$ cat src/shared/sef_params.svh
// Constants of the two-wire memory bus front end: timing counts and frame codes.
// Assumes a 50 MHz core clock; every cycle count below is derived from that period.
`ifndef SEF_PARAMS_SVH
`define SEF_PARAMS_SVH

`define SEF_CLK_NS 20
// Widest spike that must be ignored, and its count rounded up.
`define SEF_SPIKE_NS 50
`define SEF_SPIKE_CYC ((`SEF_SPIKE_NS + `SEF_CLK_NS - 1) / `SEF_CLK_NS)
// Least delay of any data-line change after the clock falls, rounded up.
`define SEF_HOLD_NS 300
`define SEF_HOLD_CYC ((`SEF_HOLD_NS + `SEF_CLK_NS - 1) / `SEF_CLK_NS)
// Self-timed write cycle, 1 ms.
`define SEF_TWR_NS 1000000
`define SEF_TWR_CYC (`SEF_TWR_NS / `SEF_CLK_NS)
// Device-type code in the upper nibble of the control byte.
`define SEF_DEV_CODE 4'ha
// Bit positions inside the control byte.
`define SEF_CS_MSB 3
`define SEF_CS_LSB 1
`define SEF_RW_BIT 0
// Bits of one byte; the acknowledge slot is counted separately.
`define SEF_BYTE_BITS 4'h8
// Synchroniser lanes: clock, data, three chip selects, protect, supply low.
`define SEF_LANES 7
`define SEF_LANE_SCL 0
`define SEF_LANE_SDA 1
`define SEF_LANE_CS0 2
`define SEF_LANE_WP 5
`define SEF_LANE_VLOW 6

`endif

$ cat src/shared/sef_pkg.sv
// Types shared by the front-end design files.
// Assumes sef_params.svh is on the include path.
`include "sef_params.svh"

package sef_pkg;

	typedef enum logic [4:0] {
		SEF_IDLE = 5'h01,
		SEF_CTRL = 5'h02,
		SEF_ADDR = 5'h04,
		SEF_DATA = 5'h08,
		SEF_SKIP = 5'h10
	} sef_state_t;

	typedef logic [`SEF_LANES-1:0] sef_lanes_t;

endpackage : sef_pkg

$ cat src/verilog/sef_frontend.sv
// Bus front end of a two-wire serial memory slave: line filtering, frame detection,
// chip select, write protection, supply inhibit and the acknowledge driver.
// Assumes an external pull-up on the data wire and a master that generates the clock.
//
// Contract
// Data changes only while clock low; changes with clock high are START/STOP.
// Data line is only pulled low or released, never driven high.
// Selected only when all three chip-select bits match the straps.
// Protect strap high enables hardware write protection; low disables it.
// Supply-low indication inhibits internal erase and write.
// Spikes up to the filter width on clock or data are ignored.
// Data output changes no sooner than 300 ns after clock falls.
// Master leaves the bus idle for the gap time after STOP.
// Repeated START without STOP is accepted; master keeps restart setup time.
// Data falling with clock high is START; rising is STOP.
// Chip-select bits follow the four-bit type code in the control byte.
// No acknowledge for any byte while programming is running.
// Protected writes are acknowledged, change nothing, and still take the write time.
// Protected region is the upper half: address MSB set.
`timescale 1ns/1ps
`default_nettype none
`include "sef_params.svh"

module sef_frontend #(
	parameter int TWR_CYCLES = `SEF_TWR_CYC,
	parameter int HOLD_CYCLES = `SEF_HOLD_CYC
) (
	// Clock, reset and enable.
	input wire logic core_clk_in,
	input wire logic rst_in,
	input wire logic clk_en_in,
	// Bus pins.
	input wire logic scl_in,
	input wire logic sda_in,
	output logic sda_out,
	output logic sda_oe_n_out,
	// Straps and supply monitor.
	input wire logic chip_select_strap_bit0_in,
	input wire logic chip_select_strap_bit1_in,
	input wire logic chip_select_strap_bit2_in,
	input wire logic wp_strap_in,
	input wire logic supply_low_in,
	// Status toward the memory core.
	output logic start_out,
	output logic stop_out,
	output logic selected_out,
	output logic wp_enabled_out,
	output logic prog_busy_out,
	// Write bytes toward the page buffer.
	output logic wr_valid_out,
	output logic [7:0] wr_addr_out,
	output logic [7:0] wr_data_out
);

	typedef struct packed {
		sef_pkg::sef_lanes_t sy1;
		sef_pkg::sef_lanes_t sy2;
		logic scl_p;
		logic sda_p;
		sef_pkg::sef_state_t state;
		logic [3:0] bitcnt;
		logic [7:0] shreg;
		logic ack_slot;
		logic drive_tgt;
		logic [4:0] hold_cnt;
		logic sda_oe_n;
		logic [7:0] addr;
		logic pend_wr;
		logic busy;
		logic [15:0] twr_cnt;
		logic start;
		logic stop;
		logic selected;
		logic wp;
		logic wr_valid;
		logic [7:0] wr_addr;
		logic [7:0] wr_data;
	} sef_st_t;

	sef_st_t r;
	sef_st_t r_nxt;
	logic scl_f;
	logic sda_f;
	logic [2:0] cs_strap;
	logic ctrl_match;

	sef_spike_filter #(.CYC(`SEF_SPIKE_CYC)) u_scl_filt (
		.core_clk_in(core_clk_in),
		.rst_in(rst_in),
		.clk_en_in(clk_en_in),
		.line_in(r.sy2[`SEF_LANE_SCL]),
		.line_out(scl_f)
	);

	sef_spike_filter #(.CYC(`SEF_SPIKE_CYC)) u_sda_filt (
		.core_clk_in(core_clk_in),
		.rst_in(rst_in),
		.clk_en_in(clk_en_in),
		.line_in(r.sy2[`SEF_LANE_SDA]),
		.line_out(sda_f)
	);

	assign cs_strap = r.sy2[`SEF_LANE_CS0+2:`SEF_LANE_CS0];
	assign ctrl_match = (r.shreg[7:4] == `SEF_DEV_CODE) &&
		(r.shreg[`SEF_CS_MSB:`SEF_CS_LSB] == cs_strap);

	always_comb begin
		r_nxt = r;
		r_nxt.sy1 = {supply_low_in, wp_strap_in, chip_select_strap_bit2_in,
			chip_select_strap_bit1_in, chip_select_strap_bit0_in, sda_in, scl_in};
		r_nxt.sy2 = r.sy1;
		r_nxt.scl_p = scl_f;
		r_nxt.sda_p = sda_f;
		r_nxt.start = 1'b0;
		r_nxt.stop = 1'b0;
		r_nxt.wr_valid = 1'b0;
		r_nxt.wp = r.sy2[`SEF_LANE_WP];

		// Self-timed write cycle runs its full length whatever was written.
		if (r.busy) begin
			if (r.twr_cnt == 16'h0001) begin
				r_nxt.busy = 1'b0;
			end
			r_nxt.twr_cnt = r.twr_cnt - 16'h0001;
		end

		// Apart from START and STOP, which release it at once, the pull-down follows its target only after the hold delay has run out.
		if (r.hold_cnt != 5'h00) begin
			r_nxt.hold_cnt = r.hold_cnt - 5'h01;
			if (r.hold_cnt == 5'h01) begin
				r_nxt.sda_oe_n = ~r.drive_tgt;
			end
		end

		if (scl_f && r.scl_p && r.sda_p && !sda_f) begin
			// A repeated START is handled exactly like a first one.
			r_nxt.start = 1'b1;
			r_nxt.state = sef_pkg::SEF_CTRL;
			r_nxt.bitcnt = 4'h0;
			r_nxt.ack_slot = 1'b0;
			r_nxt.selected = 1'b0;
			r_nxt.drive_tgt = 1'b0;
			r_nxt.hold_cnt = 5'h00;
			r_nxt.sda_oe_n = 1'b1;
		end else if (scl_f && r.scl_p && !r.sda_p && sda_f) begin
			r_nxt.stop = 1'b1;
			r_nxt.state = sef_pkg::SEF_IDLE;
			r_nxt.selected = 1'b0;
			r_nxt.ack_slot = 1'b0;
			r_nxt.drive_tgt = 1'b0;
			r_nxt.hold_cnt = 5'h00;
			r_nxt.sda_oe_n = 1'b1;
			if (r.pend_wr) begin
				// Protected or inhibited bytes still cost a full write cycle.
				r_nxt.pend_wr = 1'b0;
				r_nxt.busy = 1'b1;
				r_nxt.twr_cnt = 16'(TWR_CYCLES);
			end
		end else if (scl_f && !r.scl_p) begin
			// Data is sampled on the rising clock: it is stable while the clock is high.
			if (r.state != sef_pkg::SEF_IDLE && r.bitcnt != `SEF_BYTE_BITS) begin
				r_nxt.shreg = {r.shreg[6:0], sda_f};
				r_nxt.bitcnt = r.bitcnt + 4'h1;
			end
		end else if (!scl_f && r.scl_p && r.state != sef_pkg::SEF_IDLE) begin
			if (r.ack_slot) begin
				r_nxt.ack_slot = 1'b0;
				r_nxt.bitcnt = 4'h0;
				r_nxt.drive_tgt = 1'b0;
				r_nxt.hold_cnt = 5'(HOLD_CYCLES);
			end else if (r.bitcnt == `SEF_BYTE_BITS) begin
				r_nxt.ack_slot = 1'b1;
				r_nxt.hold_cnt = 5'(HOLD_CYCLES);
				r_nxt.drive_tgt = 1'b0;
				unique case (r.state)
					sef_pkg::SEF_CTRL: begin
						if (ctrl_match && !r.busy) begin
							r_nxt.selected = 1'b1;
							r_nxt.drive_tgt = 1'b1;
							r_nxt.state = r.shreg[`SEF_RW_BIT] ? sef_pkg::SEF_SKIP :
								sef_pkg::SEF_ADDR;
						end else begin
							r_nxt.state = sef_pkg::SEF_SKIP;
						end
					end
					sef_pkg::SEF_ADDR: begin
						r_nxt.addr = r.shreg;
						r_nxt.drive_tgt = !r.busy;
						r_nxt.state = sef_pkg::SEF_DATA;
					end
					sef_pkg::SEF_DATA: begin
						r_nxt.drive_tgt = !r.busy;
						r_nxt.pend_wr = 1'b1;
						r_nxt.wr_addr = r.addr;
						r_nxt.wr_data = r.shreg;
						r_nxt.wr_valid = !(r.wp && r.addr[7]) &&
							!r.sy2[`SEF_LANE_VLOW];
						r_nxt.addr = {r.addr[7:4], r.addr[3:0] + 4'h1};
					end
					sef_pkg::SEF_SKIP: begin
						r_nxt.drive_tgt = 1'b0;
					end
					sef_pkg::SEF_IDLE: begin
						r_nxt.drive_tgt = 1'b0;
					end
				endcase
			end
		end
	end

	always_ff @(posedge core_clk_in) begin
		if (rst_in) begin
			r <= '0;
			r.sy1 <= '1;
			r.sy2 <= '1;
			r.scl_p <= 1'b1;
			r.sda_p <= 1'b1;
			r.state <= sef_pkg::SEF_IDLE;
			r.sda_oe_n <= 1'b1;
		end else if (clk_en_in) begin
			r <= r_nxt;
		end
	end

	// The pad only ever pulls low; the pull-up provides the high level.
	assign sda_out = 1'b0;
	assign sda_oe_n_out = r.sda_oe_n;
	assign start_out = r.start;
	assign stop_out = r.stop;
	assign selected_out = r.selected;
	assign wp_enabled_out = r.wp;
	assign prog_busy_out = r.busy;
	assign wr_valid_out = r.wr_valid;
	assign wr_addr_out = r.wr_addr;
	assign wr_data_out = r.wr_data;

endmodule : sef_frontend

`default_nettype wire

$ cat src/verilog/sef_spike_filter.sv
// Spike filter for one synchronised bus line.
// Assumes its input is already synchronised to core_clk_in.
`timescale 1ns/1ps
`default_nettype none
`include "sef_params.svh"

module sef_spike_filter #(
	parameter int CYC = `SEF_SPIKE_CYC
) (
	// Clock, reset and enable.
	input wire logic core_clk_in,
	input wire logic rst_in,
	input wire logic clk_en_in,
	// Line.
	input wire logic line_in,
	output logic line_out
);

	typedef struct packed {
		logic [3:0] cnt;
		logic level;
	} sef_filt_st_t;

	sef_filt_st_t r;
	sef_filt_st_t r_nxt;

	// A new level is taken only after it has stood one cycle longer than the widest spike,
	// since a 50 ns pulse can be seen in three samples at this clock.
	always_comb begin
		r_nxt = r;
		if (line_in == r.level) begin
			r_nxt.cnt = 4'h0;
		end else if (r.cnt == 4'(CYC)) begin
			r_nxt.level = line_in;
			r_nxt.cnt = 4'h0;
		end else begin
			r_nxt.cnt = r.cnt + 4'h1;
		end
	end

	always_ff @(posedge core_clk_in) begin
		if (rst_in) begin
			r <= '{cnt: 4'h0, level: 1'b1};
		end else if (clk_en_in) begin
			r <= r_nxt;
		end
	end

	assign line_out = r.level;

endmodule : sef_spike_filter

`default_nettype wire

$ cat config.mk
export PLATFORM = sky130hd
export DESIGN_NAME = sef_frontend
export DESIGN_NICKNAME = d
export VERILOG_FILES = /design/src/shared/sef_pkg.sv /design/src/verilog/sef_frontend.sv /design/src/verilog/sef_spike_filter.sv
export VERILOG_INCLUDE_DIRS = /design/src /design/src/shared
export SDC_FILE = /design/constraint.sdc
export NUM_CORES = 1
export LEC_CHECK = 0
export ABC_CLOCK_PERIOD_IN_PS = 1900
export BUFFER_PORTS_ARGS = -buffer_cell sky130_fd_sc_hd__buf_2
export CORE_UTILIZATION = 35
export CTS_CLUSTER_DIAMETER = 60
export DETAILED_ROUTE_END_ITERATION = 6
export PLACE_DENSITY_LB_ADDON = 0.1
export SLEW_MARGIN = 10
export SYNTH_ARGS = -nofsm -noshare
export SYNTH_HDL_FRONTEND = slang
export SYNTH_HIERARCHICAL = 1
export SYNTH_SLANG_ARGS = --single-unit
$ cat constraint.sdc
create_clock -name core_clk_in -period 1.9 [get_ports core_clk_in]
set_input_delay 0.19 -clock core_clk_in [delete_from_list [all_inputs] [get_ports core_clk_in]]
set_output_delay 0.19 -clock core_clk_in [all_outputs]
set_load 0.05 [all_outputs]
Word-level counts from Yosys, hierarchy flattened
Cells that the tools add are included.
{ "classes": {"eq_ne": 22, "n_addsub": 6, "n_reduce_logical": 50, "n_mux": 59, "bitwise_logic": 8} }
{ "op_table": {"columns": ["op", "count"], "rows": [
  ["17-bit two-way mux", 11],
  ["7-bit two-way mux", 5],
  ["5-bit two-way mux", 6],
  ["12-bit two-way mux", 2],
  ["4-bit two-way mux", 6],
  ["3-bit nonzero test", 8],
  ["1-bit two-way mux", 21],
  ["9-bit two-way mux", 2],
  ["4-bit by 1-bit adder with 4-bit output, second input constant", 4],
  ["16-bit by 1-bit == test with 1-bit output, second input constant", 1],
  ["8-bit two-way mux", 2],
  ["8-bit one-hot mux with 2 select lines", 1],
  ["8-bit AND reduction", 2],
  ["16-bit by 1-bit subtractor with 16-bit output, second input constant", 1],
  ["7-bit AND reduction", 2],
  ["1-bit logical AND", 13],
  ["3-bit AND reduction", 4],
  ["5-bit by 1-bit == test with 1-bit output, second input constant", 2],
  ["5-bit one-hot mux with 2 select lines", 1],
  ["5-bit AND reduction", 2],
  ["9-bit AND reduction", 1],
  ["4-bit by 2-bit == test with 1-bit output, second input constant", 2],
  ["4-bit == test, second input constant", 2],
  ["1-bit inverter", 8],
  ["other kinds (23)", 36]
]} }
{ "word_totals": {"output_inout_bits": 24, "word_cells": 172, "inputBits": 10, "register_bits": 98} }

Logic depth before layout (Yosys ltp)
{ "depth": {"word_depth": 11, "mapped_depth": 8, "ltp_nobuf": 7} }

Modules after synthesis
Netlist, hierarchy kept.
{ "modules_own_cells": {"columns": ["mod", "seq_area_each_um2", "area_per_inst_um2", "cells_each", "instances"], "rows": [
  ["sef_frontend", 1761.7, 4144.0, 472, 1],
  ["sef_spike_filter", 100.1, 252.7, 27, 2]
]} }

Worst setup path before layout
Ideal clock, no wire load.
{ "synth_path": {"path_kind": "reg2reg", "startpoint": "register r (netlist bit prog_busy_out)", "endpoint": "register r[31] (netlist name)", "path_stages_with_launch": 6, "arrival_ns": 1.947, "setup_ns": 0.128, "slack_ns": -0.175, "path_cell_list": "dfxtp_1 nand4b_1 or4b_1 or3_1 xor2_1 nor2_1"} }
{ "synth_via": {"elab_chain_cells": 4} }
{ "synth_rtl": {"columns": ["element", "line_no", "rtl"], "rows": [
  ["from (decl)", "sef_frontend.sv:80", "sef_st_t r;"],
  ["from (signal assigned)", "sef_frontend.sv:221", "r <= r_nxt;"],
  ["17-bit two-way mux (*)", "sef_frontend.sv:120", "if (r.busy) begin"],
  ["17-bit two-way mux", "sef_frontend.sv:153", "if (r.pend_wr) begin"],
  ["17-bit two-way mux", "sef_frontend.sv:145", "end else if (scl_f && r.scl_p && !r.sda_p && sda_f) begin"],
  ["17-bit two-way mux (*)", "sef_frontend.sv:135", "if (scl_f && r.scl_p && r.sda_p && !sda_f) begin"]
]} }
Mark *: on every way between the ends. The rest lies on a longest branch, timed or not.
A chain may end at the register's enable or synchronous reset.

Final worst setup path
{ "layout_path": {"startpoint": "register r[71] (netlist name)", "endpoint": "register r[68] (netlist name)"} }
{ "layout_via": {"elab_chain_cells": 8} }
{ "layout_rtl": {"columns": ["element", "line_no", "rtl"], "rows": [
  ["5-bit by 3-bit == test with 1-bit output / 5-bit by 2-bit == test with 1-bit output (equally long branches)", "sef_frontend.sv:175", "unique case (r.state)"],
  ["5-bit one-hot mux with 2 select lines", "sef_frontend.sv:175", null],
  ["5-bit two-way mux", "sef_frontend.sv:171", "end else if (r.bitcnt == `SEF_BYTE_BITS) begin"],
  ["5-bit two-way mux", "sef_frontend.sv:166", "if (r.ack_slot) begin"],
  ["9-bit two-way mux", "sef_frontend.sv:165", "end else if (!scl_f && r.scl_p && r.state != sef_pkg::SEF_IDLE) begin"],
  ["5-bit two-way mux", "sef_frontend.sv:159", "end else if (scl_f && !r.scl_p) begin"],
  ["5-bit two-way mux", "sef_frontend.sv:145", null],
  ["9-bit two-way mux", "sef_frontend.sv:135", null]
]} }
Several ways; a longest one is shown, not always the timed one. The select of a mux whose other input is x is not followed.

==> results.ini <==
[pwr]
seq_power_share_pct=47.3
p_leak_nw=2.06
report.power.total_mw=4.61
power_report.internal_total_mw=3.42
pwr_density_cell_nw_per_um2=821
clockPowerShare_pct=40.3
irDropWorstVdd_mv=0.356
switchingPower_mw=1.19
comb_power_share_pct=12.4
sw_frac_of_total_pct=25.8

[detailed_routing]
via_per_inst=4.98
route.detailed.drc=0
num_vias=3754
route.final.wire_length_um=10300
drt_iter0_markers=156
drt-pass1-iter-count=5
post_drt_antenna_nets=0
route.detailed.wl_per_inst_um=13.6

[timing]
final_min_period_over_clock_period_pct=102
timing_max_transition_violations_final=0
setup-tns-final_ns=-0.0507
unrepaired_setup_endpoints_after_global_routing=true
fin_ws_ns=-0.0291
min_period_ns=1.93
finalHoldViolations=0
finalClockSkew_ns=0.00660
maxClockFrequency_mhz=518
final.hold.worst_slack_ns=0.0384
setup_viol=2

[clocking]
ctsHoldBuffers=0
clock_insertion_delay_worst_skew_ns=0.35
clock-root-buffer=sky130_fd_sc_hd__clkbuf_16
cts_tree=yes
htree_num_levels=3
clk_pin_slew_worst_paths_ns=0.07
cts.path.max_buffers=2
sink_count_of_the_clock_tree=98
cts_buffer_count=9

[min_path]
min-delay-start=wp_strap_in
min_delay_worst_endpoint=r[86]
worst_hold_path_type=input port to flip-flop
min_path_cells=2

[synthesis]
synth.top_cells.by_area=sky130_fd_sc_hd__dfxtp_1, sky130_fd_sc_hd__a21oi_1, sky130_fd_sc_hd__mux2i_1
synth.ff_latch_count=98
synthesis.nets=546
syn_avg_cell_area_sq_um=8.84
synth_ff_type=sky130_fd_sc_hd__dfxtp_1
synth_top_cell_area_share_pct=42.2
ys_async_sr_fraction_pct=0
number_of_enable_type_register_cells_in_the_synthesized_netlist=0
yosys.cell_types.count=63
cell_area_synth_sq_um=4650
yosys_warnings=6
synth_top_area_cell=sky130_fd_sc_hd__dfxtp_1
post_synthesis_cells=526
synth.yosys.seq_area_share_pct=42.2

[finish]
area_overhead_vs_synth_pct=20.7
antennaDiodeCount=0
layout_common_cells=sky130_fd_sc_hd__dfxtp_1, sky130_fd_sc_hd__nand2_1, sky130_fd_sc_hd__nor2_1
layout.cells.most_common=sky130_fd_sc_hd__dfxtp_1
design.final.nets=597
final_layout_size_suffix_gt1_share_pct=22.2

[die]
standard_cell_row_count=41
pin_count=34
core_sq_um=12800
fp.dieH_um=117
initial_core_util_pct=36.4
die_width_um=117
fp.dieArea_sq_um=13700

[run]
max_cap_viol_count=0

[place]
place_congestion=0.805
dp.final_hpwl_um=7130
io_buffers=32

[outcome]
violations=negative setup slack
status=finished with violations

[worst_setup_path]
worst_path_max_delay_cell=sky130_fd_sc_hd__or3_4
r2r_cells=5
cp-start-kind=flip-flop
crit_fanout=7
rr_endpoint=r[68]
setup.worst_path.end_class=flip-flop
critical_path.top_delay_family=simple AND/OR/NAND/NOR gates
worst-endpoint-arrival_ns=2.16
cp_data_required_time_ns=2.13
rr_startpoint=r[71]
slowest_delay_ns=0.40
worst-r2r-setup-slack_ns=-0.03
critical_path.cell_chain=or3_4 -> or3_4 -> o32ai_4 -> mux2i_1 -> nor2_1
critical_path_buf_inv_count=0
timing_worst_setup_path_type=flip-flop to flip-flop
critical-path-top-cell-by-count=sky130_fd_sc_hd__or3_4

[global_routing]
globalRouteOverflowTotal=0
grt_pass1_wl_um=17000
first_global_vias=3482
grt.total_usage_pct=16.1
grt_antenna_before_repair=0
grt_start_max_net_pins=44

-- power by group through the flow --
stage | clock, mW | sequential (mW) | combinational, mW
after floorplan | 0 | 2.22 | 0.429
after global placement | 0 | 2.23 | 0.551
after detailed placement | 0 | 2.23 | 0.559
after CTS | 1.93 | 2.18 | 0.562
after global routing | 2.00 | 2.19 | 0.655
final | 1.86 | 2.18 | 0.570
-- per-layer routing --
layer  routed length (um)  GRT usage, %  up-vias
met5                    0             0        -
met4                  205          7.59        0
met3                  240          2.99       13
met2                 4560          25.1       47
met1                 5250          21.4     1752
li1                     -             -     1942
-- cell usage after synthesis (all sizes together), types with 7 or more instances --
| cell type | count |
|---|---|
| nor2b | 19 |
| nand2b | 15 |
| xor2 | 12 |
| ha | 10 |
| nand3 | 18 |
| a211o | 17 |
| inv | 15 |
| clkbuf | 18 |
| a21oi | 41 |
| nor2 | 46 |
| buf | 23 |
| nor4 | 7 |
| dfxtp | 98 |
| mux2i | 18 |
| o21ai | 17 |
| nor3 | 13 |
| xnor2 | 10 |
| nand2 | 47 |
-- final cells by class --
cell class                      count  area (sq um)
Tap cell                          172           215
Clock buffer                       10           239
Inverter                           16          60.1
Sequential cell                    98          1970
Clock inverter                      6          66.3
Timing Repair Buffer               81           596
Multi-Input combinational cell    371          2460
Fill cell                        1274          7160
-- registers in the layout, indices dropped and copies added, names as in the netlist --
register,cells
r,62
wr_addr_out,8
wr_data_out,8
u_scl_filt/r,4
u_sda_filt/r,4
cs_strap,3
prog_busy_out,1
sda_oe_n_out,1
selected_out,1
start_out,1
stop_out,1
u_scl_filt/line_out,1
u_sda_filt/line_out,1
wp_enabled_out,1
wr_valid_out,1
-- worst max-delay path by stage --
stage	from	end	slack (ns)	cells after the start
floorplan	r[21]	r[31]	0.02	7
global placement	r[21]	r[31]	0.05	7
detailed placement	r[21]	r[31]	0.03	7
CTS	r[67]	r[68]	0.02	5
global route	r[71]	start_out	-0.11	6
finish	r[71]	r[68]	-0.03	5
-- cell families after synthesis --
kind of cell / share of synthesized area, %
multiplexers: 4.12
AO/OA/AOI/OAI: 16.8
adder cells (fa/ha/maj): 2.69
flip-flops: 42.2
other: 0.0807
buffers and inverters: 6.65
XOR/XNOR: 4.14
AND/OR/NAND/NOR: 23.3
-- metrics by stage --
stage / worst slack (ns) / area (sq um) / cells / utilization, %
4_1_cts: 0.0156 / 5450 / 749 / 42.7
3_5_place_dp: 0.0345 / 5140 / 733 / 40.3
2_1_floorplan: 0.0189 / 4650 / 526 / -
3_3_place_gp: 0.0469 / 5140 / 733 / 40.3
5_1_grt: -0.106 / 5610 / 754 / 44.0
6_report: -0.0291 / 5610 / 754 / 44.0
-- timing repair --
| action | 4_1_cts | 5_1_grt |
|---|---|---|
| gates resized for setup | 0 | 26 |
| setup buffers | 0 | 4 |
| setup endpoints to repair | 0 | 30 |
No activity file was read; power rests on OpenSTA's default activity.
